File: src/nlk_pkg.sv
package nlk_pkg;

	// lock field codes, ordered from open to closed
	localparam logic [1:0] UNLOCKED_CODE      = 2'h3;
	localparam logic [1:0] WRITE_PROTECT_CODE = 2'h2;
	localparam logic [1:0] READ_PROTECT_CODE  = 2'h1;
	localparam logic [1:0] FULL_PROTECT_CODE  = 2'h0;
	localparam logic [1:0] PROG_UNLOCKED_CODE = 2'h3;

	// lock byte layout: field index i occupies bits 2*i+1:2*i
	localparam int        FIELD_W       = 2;
	localparam int        NUM_FIELDS    = 4;
	localparam int        PROG_FIELD    = 0;
	localparam int        TABLE_FIELD   = 1;
	localparam int        APP_FIELD     = 2;
	localparam int        BOOT_FIELD    = 3;
	localparam logic [7:0] LOCK_RESET   = 8'hff;

	// register map, byte addresses on the bus
	localparam int        ADR_W         = 8;
	localparam logic [7:0] ADDR_LOCK    = 8'h00;
	localparam logic [7:0] ADDR_CTRL    = 8'h04;
	localparam logic [7:0] ADDR_STAT    = 8'h08;

	// control register bits
	localparam int        CTRL_ERASE_BIT    = 0;
	localparam int        CTRL_VEC_BOOT_BIT = 1;

	// status register bits, write one to clear
	localparam int        STAT_W             = 5;
	localparam int        STAT_STORE_BLOCKED = 0;
	localparam int        STAT_LOAD_BLOCKED  = 1;
	localparam int        STAT_PROG_REFUSED  = 2;
	localparam int        STAT_WR_REJECTED   = 3;
	localparam int        STAT_ERASE_DONE    = 4;
	localparam logic [4:0] STAT_RESET        = 5'h00;

	typedef enum logic [1:0] {
		NLK_SEC_APP   = 2'h0,
		NLK_SEC_TABLE = 2'h1,
		NLK_SEC_BOOT  = 2'h2,
		NLK_SEC_NONE  = 2'h3
	} nlk_section_t;

	typedef enum logic [2:0] {
		NLK_OP_READ_MEM   = 3'h0,
		NLK_OP_WRITE_MEM  = 3'h1,
		NLK_OP_READ_FUSE  = 3'h2,
		NLK_OP_WRITE_FUSE = 3'h3,
		NLK_OP_READ_LOCK  = 3'h4,
		NLK_OP_WRITE_LOCK = 3'h5,
		NLK_OP_CHIP_ERASE = 3'h6,
		NLK_OP_IDLE       = 3'h7
	} nlk_prog_op_t;

	typedef enum {NLK_ST_LOAD, NLK_ST_RUN} nlk_state_t;

	typedef struct packed {
		logic         valid;
		logic         is_store;
		nlk_section_t target;
	} nlk_cpu_req_t;

	typedef struct packed {
		logic done;
		logic allow;
	} nlk_cpu_rsp_t;

	typedef struct packed {
		logic         valid;
		nlk_prog_op_t op;
		logic [7:0]   wdata;
	} nlk_prog_req_t;

	typedef struct packed {
		logic       done;
		logic       grant;
		logic [7:0] rdata;
	} nlk_prog_rsp_t;

endpackage : nlk_pkg

File: src/nlk_lock_field.sv
`timescale 1ns/1ps
`default_nettype none

module nlk_lock_field (
	input  wire logic       clk_sys,
	input  wire logic       reset,
	input  wire logic       load_en,
	input  wire logic [1:0] load_code,
	input  wire logic       erase,
	input  wire logic       wr_en,
	input  wire logic [1:0] wr_code,
	output logic [1:0]      code_ff,
	output logic            reject
);

	// a write may only clear bits: any bit set that is clear now is a relax
	assign reject = wr_en && (|(wr_code & ~code_ff));

	always_ff @(posedge clk_sys or posedge reset) begin
		if (reset) begin
			code_ff <= nlk_pkg::UNLOCKED_CODE;
		end else if (load_en) begin
			code_ff <= load_code;
		end else if (erase) begin
			code_ff <= nlk_pkg::UNLOCKED_CODE;
		end else if (wr_en && !reject) begin
			code_ff <= wr_code;
		end
	end

endmodule : nlk_lock_field

`default_nettype wire

File: src/nlk_lock_enforce.sv
// Functional notes
// - app field bits 5:4, stricter writes only
// - app field relaxes only on chip erase
// - app code 11: no store/load restriction
// - app code 10: block stores to app
// - app code 01: block boot loads of app
// - app code 00: block stores and boot loads
// - read lock, boot vectors: irq off in app
// - table field bits 3:2, stricter writes only
// - table field relaxes only on chip erase
// - table codes mirror app section restrictions
// - prog field bits 1:0, programmer writes only
// - prog field cleared only by chip erase
// - prog code 11: programmer unrestricted
// - prog code 10: refuse memory, fuse writes
// - prog code 00: refuse all programmer access but chip erase
// - boot field bits 7:6, stricter, erase relaxes
//
// The Wishbone register port and the placing of the registers were decided locally.
`timescale 1ns/1ps
`default_nettype none

module nlk_lock_enforce (
	input  wire logic                   clk_sys,
	input  wire logic                   reset,
	input  wire logic [7:0]             nvm_lock_image,
	input  wire logic                   wb_cyc_i,
	input  wire logic                   wb_stb_i,
	input  wire logic                   wb_we_i,
	input  wire logic [7:0]             wb_adr_i,
	input  wire logic [3:0]             wb_sel_i,
	input  wire logic [31:0]            wb_dat_i,
	output logic [31:0]                 wb_dat_o,
	output logic                        wb_ack_o,
	input  wire nlk_pkg::nlk_cpu_req_t  cpu_req,
	input  wire logic                   cpu_in_boot,
	output nlk_pkg::nlk_cpu_rsp_t       cpu_rsp,
	output logic                        irq_disable,
	input  wire nlk_pkg::nlk_prog_req_t prog_req,
	output nlk_pkg::nlk_prog_rsp_t      prog_rsp,
	output logic [7:0]                  lock_byte
);

	function automatic logic read_locked(input logic [1:0] code);
		return !code[1];
	endfunction : read_locked

	function automatic logic write_locked(input logic [1:0] code);
		return !code[0];
	endfunction : write_locked

	function automatic logic hit(input logic [7:0] adr,
		input logic [7:0] reg_adr);
		return adr == reg_adr;
	endfunction : hit

	nlk_pkg::nlk_state_t    state_ff;
	logic                   ack_ff;
	logic [31:0]            dat_ff;
	logic                   vec_boot_ff;
	logic [4:0]             stat_ff;
	nlk_pkg::nlk_cpu_rsp_t  cpu_rsp_ff;
	nlk_pkg::nlk_prog_rsp_t prog_rsp_ff;
	logic                   irq_off_ff;

	logic [1:0] code [nlk_pkg::NUM_FIELDS];
	logic [3:0] fld_reject;
	logic [3:0] fld_wr_en;
	logic [1:0] fld_wr_code [nlk_pkg::NUM_FIELDS];

	logic       wb_req;
	logic       wb_wr;
	logic       wb_wr_lock;
	logic       cpu_erase;
	logic       prog_go;
	logic       prog_refuse;
	logic       prog_wr_lock;
	logic       erase_go;
	logic       load_en;
	logic [1:0] tgt_code;
	logic       cpu_block;
	logic       app_rd_any;

	assign wb_req     = wb_cyc_i && wb_stb_i && !ack_ff;
	// writes land on the edge at which the master sees ack high
	assign wb_wr      = wb_cyc_i && wb_stb_i && ack_ff && wb_we_i
		&& wb_sel_i[0];
	assign wb_wr_lock = wb_wr && hit(wb_adr_i, nlk_pkg::ADDR_LOCK);
	assign cpu_erase  = wb_wr && hit(wb_adr_i, nlk_pkg::ADDR_CTRL)
		&& wb_dat_i[nlk_pkg::CTRL_ERASE_BIT];
	assign load_en    = (state_ff == nlk_pkg::NLK_ST_LOAD);
	assign prog_go    = prog_req.valid && !load_en;

	// 01 is not a listed programmer code; it falls to the closed side
	always_comb begin
		prog_refuse = 1'b0;
		unique case (prog_req.op)
			nlk_pkg::NLK_OP_WRITE_MEM,
			nlk_pkg::NLK_OP_WRITE_FUSE:
				prog_refuse = code[nlk_pkg::PROG_FIELD]
					!= nlk_pkg::PROG_UNLOCKED_CODE;
			nlk_pkg::NLK_OP_READ_MEM,
			nlk_pkg::NLK_OP_READ_FUSE,
			nlk_pkg::NLK_OP_READ_LOCK,
			nlk_pkg::NLK_OP_WRITE_LOCK:
				prog_refuse = !code[nlk_pkg::PROG_FIELD][1];
			nlk_pkg::NLK_OP_CHIP_ERASE:
				prog_refuse = 1'b0;
			nlk_pkg::NLK_OP_IDLE:
				prog_refuse = 1'b0;
		endcase
	end

	assign prog_wr_lock = prog_go && !prog_refuse
		&& prog_req.op == nlk_pkg::NLK_OP_WRITE_LOCK;
	assign erase_go = !load_en && (cpu_erase || (prog_go
		&& prog_req.op == nlk_pkg::NLK_OP_CHIP_ERASE));

	// simultaneous writers merge bitwise: a field takes the AND of the two codes
	genvar gi;
	generate
		for (gi = 0; gi < nlk_pkg::NUM_FIELDS; gi++) begin : g_field
			logic cpu_wr;
			logic [1:0] cpu_code;
			logic [1:0] prog_code;
			// software cannot reach the programmer field
			assign cpu_wr    = wb_wr_lock && (gi != nlk_pkg::PROG_FIELD);
			assign cpu_code  = cpu_wr ? wb_dat_i[2*gi +: 2]
				: nlk_pkg::UNLOCKED_CODE;
			assign prog_code = prog_wr_lock ? prog_req.wdata[2*gi +: 2]
				: nlk_pkg::UNLOCKED_CODE;
			assign fld_wr_en[gi]   = cpu_wr || prog_wr_lock;
			assign fld_wr_code[gi] = cpu_code & prog_code;

			nlk_lock_field u_field (
				.clk_sys   (clk_sys),
				.reset     (reset),
				.load_en   (load_en),
				.load_code (nvm_lock_image[2*gi +: 2]),
				.erase     (erase_go),
				.wr_en     (fld_wr_en[gi]),
				.wr_code   (fld_wr_code[gi]),
				.code_ff   (code[gi]),
				.reject    (fld_reject[gi])
			);
		end
	endgenerate

	// image is taken by a clocked step after release, never under reset
	always_ff @(posedge clk_sys or posedge reset) begin
		if (reset) begin
			state_ff <= nlk_pkg::NLK_ST_LOAD;
		end else begin
			unique case (state_ff)
				nlk_pkg::NLK_ST_LOAD: state_ff <= nlk_pkg::NLK_ST_RUN;
				nlk_pkg::NLK_ST_RUN:  state_ff <= nlk_pkg::NLK_ST_RUN;
			endcase
		end
	end

	always_comb begin
		unique case (cpu_req.target)
			nlk_pkg::NLK_SEC_APP:   tgt_code = code[nlk_pkg::APP_FIELD];
			nlk_pkg::NLK_SEC_TABLE: tgt_code = code[nlk_pkg::TABLE_FIELD];
			nlk_pkg::NLK_SEC_BOOT:  tgt_code = code[nlk_pkg::BOOT_FIELD];
			nlk_pkg::NLK_SEC_NONE:  tgt_code = nlk_pkg::UNLOCKED_CODE;
		endcase
	end

	// boot is read-guarded against app code; app and table against boot
	always_comb begin
		if (cpu_req.is_store) begin
			cpu_block = write_locked(tgt_code);
		end else if (cpu_req.target == nlk_pkg::NLK_SEC_BOOT) begin
			cpu_block = read_locked(tgt_code) && !cpu_in_boot;
		end else begin
			cpu_block = read_locked(tgt_code) && cpu_in_boot;
		end
	end

	always_ff @(posedge clk_sys or posedge reset) begin
		if (reset) begin
			cpu_rsp_ff <= '0;
		end else begin
			cpu_rsp_ff.done  <= cpu_req.valid;
			cpu_rsp_ff.allow <= cpu_req.valid && !cpu_block;
		end
	end

	assign app_rd_any = read_locked(code[nlk_pkg::APP_FIELD])
		|| read_locked(code[nlk_pkg::TABLE_FIELD]);

	always_ff @(posedge clk_sys or posedge reset) begin
		if (reset) begin
			irq_off_ff <= 1'b0;
		end else begin
			irq_off_ff <= vec_boot_ff
				? (app_rd_any && !cpu_in_boot)
				: (read_locked(code[nlk_pkg::BOOT_FIELD]) && cpu_in_boot);
		end
	end

	always_ff @(posedge clk_sys or posedge reset) begin
		if (reset) begin
			prog_rsp_ff <= '0;
		end else begin
			prog_rsp_ff.done  <= prog_go;
			prog_rsp_ff.grant <= prog_go && !prog_refuse;
			prog_rsp_ff.rdata <= (prog_go && !prog_refuse
				&& prog_req.op == nlk_pkg::NLK_OP_READ_LOCK)
				? lock_byte : 8'h00;
		end
	end

	always_ff @(posedge clk_sys or posedge reset) begin
		if (reset) begin
			vec_boot_ff <= 1'b0;
		end else if (wb_wr && hit(wb_adr_i, nlk_pkg::ADDR_CTRL)) begin
			vec_boot_ff <= wb_dat_i[nlk_pkg::CTRL_VEC_BOOT_BIT];
		end
	end

	// hardware set wins over a clear in the same cycle
	always_ff @(posedge clk_sys or posedge reset) begin
		if (reset) begin
			stat_ff <= nlk_pkg::STAT_RESET;
		end else begin
			logic [4:0] set;
			logic [4:0] clr;
			set = '0;
			set[nlk_pkg::STAT_STORE_BLOCKED] =
				cpu_req.valid && cpu_req.is_store && cpu_block;
			set[nlk_pkg::STAT_LOAD_BLOCKED] =
				cpu_req.valid && !cpu_req.is_store && cpu_block;
			set[nlk_pkg::STAT_PROG_REFUSED] = prog_go && prog_refuse;
			set[nlk_pkg::STAT_WR_REJECTED] =
				!erase_go && !load_en && (|fld_reject);
			set[nlk_pkg::STAT_ERASE_DONE] = erase_go;
			clr = (wb_wr && hit(wb_adr_i, nlk_pkg::ADDR_STAT))
				? wb_dat_i[4:0] : 5'h00;
			stat_ff <= (stat_ff & ~clr) | set;
		end
	end

	// one wait state: ack rises the edge after the request is seen
	always_ff @(posedge clk_sys or posedge reset) begin
		if (reset) begin
			ack_ff <= 1'b0;
			dat_ff <= 32'h0000_0000;
		end else begin
			ack_ff <= wb_req;
			if (wb_req && !wb_we_i) begin
				if (hit(wb_adr_i, nlk_pkg::ADDR_LOCK)) begin
					dat_ff <= {24'h00_0000, lock_byte};
				end else if (hit(wb_adr_i, nlk_pkg::ADDR_CTRL)) begin
					dat_ff <= {30'h0000_0000, vec_boot_ff, 1'b0};
				end else if (hit(wb_adr_i, nlk_pkg::ADDR_STAT)) begin
					dat_ff <= {27'h000_0000, stat_ff};
				end else begin
					dat_ff <= 32'h0000_0000;
				end
			end else begin
				dat_ff <= 32'h0000_0000;
			end
		end
	end

	assign wb_ack_o    = ack_ff;
	assign wb_dat_o    = dat_ff;
	assign cpu_rsp     = cpu_rsp_ff;
	assign prog_rsp    = prog_rsp_ff;
	assign irq_disable = irq_off_ff;
	assign lock_byte   = {code[3], code[2], code[1], code[0]};
endmodule : nlk_lock_enforce

`default_nettype wire

File: config.mk
export PLATFORM = sky130hd
export DESIGN_NAME = nlk_lock_enforce
export DESIGN_NICKNAME = d
export VERILOG_FILES = /design/src/nlk_pkg.sv /design/src/nlk_lock_field.sv /design/src/nlk_lock_enforce.sv
export SDC_FILE = /design/constraint.sdc
export NUM_CORES = 1
export LEC_CHECK = 0
export ABC_AREA = 1
export BUFFER_PORTS_ARGS = -buffer_cell sky130_fd_sc_hd__buf_2
export CORE_MARGIN = 3
export CORE_UTILIZATION = 45
export DETAILED_ROUTE_END_ITERATION = 12
export PLACE_DENSITY = 0.87
export SLEW_MARGIN = 20
export SYNTH_ARGS = -nofsm -noshare
export SYNTH_HDL_FRONTEND = slang
export SYNTH_SLANG_ARGS = --single-unit
File: constraint.sdc
create_clock -name clk_sys -period 3.05 [get_ports clk_sys]
set_clock_uncertainty 0.1 [all_clocks]
set_input_delay 0.61 -clock clk_sys [delete_from_list [all_inputs] [get_ports clk_sys]]
set_output_delay 0.61 -clock clk_sys [all_outputs]
set_load 0.005 [all_outputs]
==> Word-level counts from Yosys, hierarchy flattened <==
Index checks and enable logic that the tools add are counted.
{ "word_totals": {"register_bits": 92, "output_inout_bits": 54, "wordCells": 149} }
{ "op_classes": {"n_eq_ne": 14, "n_mux": 31, "bitwise": 14, "n_reduce_logical": 75} }
{ "ops": {"columns": ["cell", "n"], "rows": [
  ["32-bit logical NOT", 2],
  ["32-bit two-way mux", 2],
  ["2-bit two-way mux", 19],
  ["1-bit logical AND", 36],
  ["32-bit by 1-bit == test with 1-bit output (second input constant)", 1],
  ["1-bit logical NOT", 18],
  ["8-bit two-way mux", 2],
  ["5-bit two-way mux", 3],
  ["2-bit bitwise AND", 7],
  ["2-bit OR reduction", 7],
  ["3-bit == test (second input constant)", 4],
  ["3-bit nonzero test", 4],
  ["8-bit by 3-bit == test with 1-bit output (second input constant)", 1],
  ["8-bit by 4-bit == test with 1-bit output (second input constant)", 1],
  ["8-bit logical NOT", 1],
  ["2-bit inverter", 4],
  ["2-bit case mux with 4 select lines", 1],
  ["4-bit OR reduction", 2],
  ["3-bit by 2-bit == test with 1-bit output (second input constant)", 2],
  ["5-bit bitwise AND", 1],
  ["5-bit inverter", 1],
  ["5-bit bitwise OR", 1],
  ["2-bit == test (second input constant)", 2],
  ["3-bit by 1-bit == test with 1-bit output (second input constant)", 1],
  ["other kinds (7)", 11]
]} }

==> Longest topological paths before layout <==
{ "logic_depth": {"ltp_word": 16, "depth_mapped": 11} }

==> By module <==
A second synthesis with hierarchy kept.
{ "hier_totals": {"hier_cells": 310, "hier_area_um2": 2319.7} }
{ "modules_own_cells": {"columns": ["mod", "n_inst", "cells_per_inst", "area_per_inst_um2", "seq_area_each_um2"], "rows": [
  ["nlk_lock_enforce", 1, 214, 1649.1, 725.7],
  ["nlk_lock_field", 4, 24, 167.7, 52.6]
]} }

==> Worst setup path before layout <==
No wires, ideal clock.
{ "synth_timing": {"path_kind": "in2reg", "startpoint": "input wb_adr_i[7]", "endpoint": "register stat_ff[3]", "setup_ns": 0.121, "arrival_ns": 1.569, "required_ns": 2.829, "setup_slack_ns": 1.260, "path_stages": 11, "path_cell_list": "nor2_1 -> nand2_1 -> nor2_4 -> buf_4 -> nand3_1 -> nand3_1 -> nand2_1 -> nor2_1 -> nand2_1 -> nand2_1 -> nand2_1"} }
{ "synth_between": {"elab_chain_len": 10} }
{ "synth_rtl": {"columns": ["item", "line", "text"], "rows": [
  ["from (decl)", "nlk_lock_enforce.sv:30", "input wire logic [7:0] wb_adr_i,"],
  ["8-bit logical NOT", "nlk_lock_enforce.sv:54", "return adr == reg_adr;"],
  ["1-bit logical AND", "nlk_lock_enforce.sv:88", "assign wb_wr_lock = wb_wr && hit(wb_adr_i, nlk_pkg::ADDR_LOCK);"],
  ["2-bit two-way mux", "nlk_lock_enforce.sv:128", "assign cpu_code = cpu_wr ? wb_dat_i[2*gi +: 2]"],
  ["2-bit bitwise AND", "nlk_lock_enforce.sv:133", "assign fld_wr_code[gi] = cpu_code & prog_code;"],
  ["2-bit bitwise AND", "nlk_lock_field.sv:17", "assign reject = wr_en && (|(wr_code & ~code_ff));"],
  ["2-bit OR reduction", "nlk_lock_field.sv:17", null],
  ["1-bit logical AND", "nlk_lock_field.sv:17", null],
  ["4-bit OR reduction", "nlk_lock_enforce.sv:237", "!erase_go && !load_en && (|fld_reject);"],
  ["1-bit logical AND", "nlk_lock_enforce.sv:237", null],
  ["5-bit bitwise OR *", "nlk_lock_enforce.sv:241", "stat_ff <= (stat_ff & ~clr) | set;"],
  ["to (signal assigned)", "nlk_lock_enforce.sv:226", "stat_ff <= nlk_pkg::STAT_RESET;"],
  ["to (signal assigned)", "nlk_lock_enforce.sv:241", null],
  ["to (decl)", "nlk_lock_enforce.sv:61", "logic [4:0] stat_ff;"]
]} }
Mark *: on every way between the ends. The rest lies on a longest branch, timed or not.
A chain may end at the register's enable or synchronous reset.

==> Worst setup path in the final report <==
{ "layout_timing": {"startpoint": "register state_ff[0]", "endpoint": "register stat_ff[3]"} }
{ "layout_between": {"elab_chain_len": 13} }
{ "layout_rtl": {"columns": ["item", "line", "text"], "rows": [
  ["from (decl)", "nlk_lock_enforce.sv:57", "nlk_pkg::nlk_state_t state_ff;"],
  ["from (signal assigned)", "nlk_lock_enforce.sv:152", "state_ff <= nlk_pkg::NLK_ST_LOAD;"],
  ["from (signal assigned)", "nlk_lock_enforce.sv:155", "nlk_pkg::NLK_ST_LOAD: state_ff <= nlk_pkg::NLK_ST_RUN;"],
  ["from (signal assigned)", "nlk_lock_enforce.sv:156", "nlk_pkg::NLK_ST_RUN: state_ff <= nlk_pkg::NLK_ST_RUN;"],
  ["32-bit logical NOT *", "nlk_lock_enforce.sv:91", "assign load_en = (state_ff == nlk_pkg::NLK_ST_LOAD);"],
  ["1-bit logical NOT *", "nlk_lock_enforce.sv:92", "assign prog_go = prog_req.valid && !load_en;"],
  ["1-bit logical AND *", "nlk_lock_enforce.sv:92", null],
  ["via prog_go", "nlk_lock_enforce.sv:75", "logic prog_go;"],
  ["1-bit logical AND", "nlk_lock_enforce.sv:114", "assign prog_wr_lock = prog_go && !prog_refuse"],
  ["1-bit logical AND", "nlk_lock_enforce.sv:115", "&& prog_req.op == nlk_pkg::NLK_OP_WRITE_LOCK;"],
  ["2-bit two-way mux", "nlk_lock_enforce.sv:130", "assign prog_code = prog_wr_lock ? prog_req.wdata[2*gi +: 2]"],
  ["2-bit bitwise AND", "nlk_lock_enforce.sv:133", null],
  ["2-bit bitwise AND", "nlk_lock_field.sv:17", null],
  ["2-bit OR reduction", "nlk_lock_field.sv:17", null],
  ["1-bit logical AND", "nlk_lock_field.sv:17", null],
  ["4-bit OR reduction", "nlk_lock_enforce.sv:237", null],
  ["1-bit logical AND *", "nlk_lock_enforce.sv:237", null],
  ["5-bit bitwise OR *", "nlk_lock_enforce.sv:241", null]
]} }
The timed path passes the listed nets; every way through them passes the cells marked *.

==> results.cfg <==
[detailed_routing]
ant_nets = 0
drt_wl_total_um = 4900
drt_iter0_markers = 166
vias = 1929
route.detailed.drc = 0
viasPerCell = 4.85
drtPass1Iterations = 4
wire_per_inst_um = 12.3

[sta]
min_period_ns = 1.86
worst_pin_slew_ns = 0.532
setup-violations-final = 0
slew_headroom_pct = 64.5
fmax_mhz = 538
fin_crit_sh_pct = 60.9
finalSetupTns_ns = 0
rsz0062_at_grt = false
slew_violations = 0
finalHoldViolations = 0

[logic_synthesis]
synth_top_family_by_area = simple AND/OR/NAND/NOR gates
synthesis.area_sq_um = 2100
yosys_register_bits = 37
yosys_warnings = 0
synth_fa_ha_area_share_pct = 0
synthCells = 266
synth_cell_types = 31
synthXorXnorAreaFrac_pct = 0
ys_seq_area_share_pct = 44.5
synth-compound-area-share_pct = 10.2
muxShareOfSynthArea_pct = 0
yosys.area_share.simple_pct = 28.7
synth.avg_cell_area_sq_um = 7.91

[flow_run]
maxCapViolations = 0

[global_routing]
antenna_found_initial = 0
grt_max_degree = 38
grt_pass1_wl_um = 7510
grt_remaining_overflow = 0
grt_use_total_pct = 17.8
grt_pass1_vias = 1791

[cells_and_area]
multi_input_area_sq_um = 911
seq_area_sq_um = 936
final_cells = 398
drive_gt1_share_pct = 32.9
layout_commonest_cell = buf_2
nets = 419
antenna_cells = 0
fill_cells = 411
area_delta_synth_final_pct = 20.0
mostFrequentLayoutCells = buf_2, nand2_1, inv_1, dfrtp_1, nor2_1

[die]
start_util_pct = 47.4
ios = 128
fp.dieW_um = 74.4
fp.dieArea_sq_um = 5530
die_h_um = 74.4
coreArea_sq_um = 4440
fp-row-count = 24

[clock_tree]
postCtsHoldBufs = 0
clk_pin_slew_ns = 0.07
clockRootBuffer = clkbuf_8
h-tree-depth = 2
cts.sinks = 37
clk_latency_ns = 0.29
post_cts_buffers = 0
numCtsBuffers = 5
cts_tree = built
cts-resized-gates = 0
clockBufferDepth = 2

[power]
p_per_area_nw_per_um2 = 420
peakVddDrop_mv = 0.178
p_leak_nw = 1.42

[setup_path]
rr_endpoint = stat_ff[3]
worstPathArrival_ns = 1.94
end_kind = flip-flop
r2r_slack_ns = 1.19
startpoint_type = flip-flop
rr_startpoint = state_ff[0]
required_ns = 3.13
r2r_cells = 11
crit_fanout = 11
crit_type = flip-flop to flip-flop

[placement]
dp_hpwl_um = 3840
io_buffers = 76
place_inst = 390
gp_congestion = 0.848

[run_status]
outcome = completed

[worst_hold_path]
hold_class = input pin to asynchronous set/reset pin
-- report_power, final --
| group | leakage (nW) | switching (mW) | internal [mW] |
|---|---|---|---|
| Sequential | 0.461 | 0.0198 | 0.526 |
| Clock | 0.0455 | 0.165 | 0.184 |
| Combinational | 0.909 | 0.102 | 0.0643 |
-- kinds of logic (layout without fill, tap and decap cells) --
group / after synthesis / count (layout)
AND/OR/NAND/NOR: 125 / 125
buffers and inverters: 63 / 120
flip-flops: 37 / 37
AO/OA/AOI/OAI: 39 / 39
other: 2 / 25
-- worst max-delay path, cell delays in order, from the launching register on --
cell     delay (ns)
dfrtp_1        0.58
nand2_1        0.09
inv_1          0.17
nand4_4        0.19
inv_6          0.14
nand2_2        0.06
nand3_1        0.09
nand2_1        0.06
nor2_1         0.10
nand2_1        0.05
nand2_1        0.05
nand2_1        0.05
-- registers in the layout (all words and copies together), names as in the netlist --
| register | flops |
|---|---|
| g_field.u_field.code_ff | 8 |
| vec_boot_ff | 1 |
| cpu_rsp | 2 |
| state_ff | 1 |
| irq_disable | 1 |
| stat_ff | 5 |
| prog_rsp | 10 |
| wb_ack_o | 1 |
| wb_dat_o | 8 |
-- cell usage after synthesis --
library cell	n	area share, %
nand4_4	1	1.0
nor3_1	6	1.4
dfrtp_1	29	34
nand4_1	1	0.30
a21oi_1	16	3.8
o21ai_1	6	1.4
o21bai_1	1	0.36
nor2_4	1	0.54
buf_2	1	0.24
o31ai_1	1	0.36
nand2_1	48	8.6
o22ai_1	1	0.30
nor2_2	4	1.2
clkbuf_1	1	0.18
a31oi_1	1	0.30
buf_6	1	0.54
conb_1	2	0.36
inv_1	33	5.9
nand3_2	4	1.9
o21ai_0	9	2.1
nand3b_1	3	1.1
inv_6	1	0.42
nor2_1	26	4.6
inv_2	1	0.18
dfstp_2	8	10
nand2_2	10	3.0
buf_4	25	8.9
nand3_1	20	4.8
a221oi_1	1	0.42
o211ai_1	3	1.1
or2_2	1	0.30
-- per-layer routing --
metal / up-vias / routed length [um] / track usage (%)
met2: 84 / 2490 / 30.9
met3: 9 / 449 / 5.54
li1: 955 / - / -
met5: - / 0 / 0
met1: 881 / 1880 / 20.0
met4: 0 / 85 / 7.51
-- worst max path at each step --
stage	cells after the start	end	startpoint	slack, ns
2_1_floorplan	11	stat_ff[3]	wb_adr_i[7]	1.26
3_3_place_gp	11	stat_ff[3]	wb_adr_i[7]	0.95
3_5_place_dp	11	stat_ff[3]	wb_adr_i[7]	0.94
4_1_cts	11	stat_ff[3]	state_ff[0]	1.20
5_1_grt	11	stat_ff[3]	state_ff[0]	0.98
6_report	11	stat_ff[3]	state_ff[0]	1.19
-- area by class of cell --
class                   count  share of cell area (%)
multi-input cells         189                    36.1
flip-flops and latches     37                    37.0
repair buffers             77                    15.4
well taps                  52                    2.58
clock buffers               8                    3.57
inverters                  35                    5.40
-- per-stage QoR --
step                      area (sq um)  utilization, %  setup slack [ns]  hold slack (ns)  power (mW)
after floorplan                   2190               -              1.26            0.353       0.668
after global placement            2440            54.8             0.950            0.360       0.715
after detailed placement          2440            54.8             0.939            0.372       0.720
after CTS                         2530            56.8              1.20            0.324        1.07
after global routing              2530            56.8             0.977            0.341        1.11
final                             2530            56.8              1.19            0.312        1.06
(Power assumes the default switching activity.)
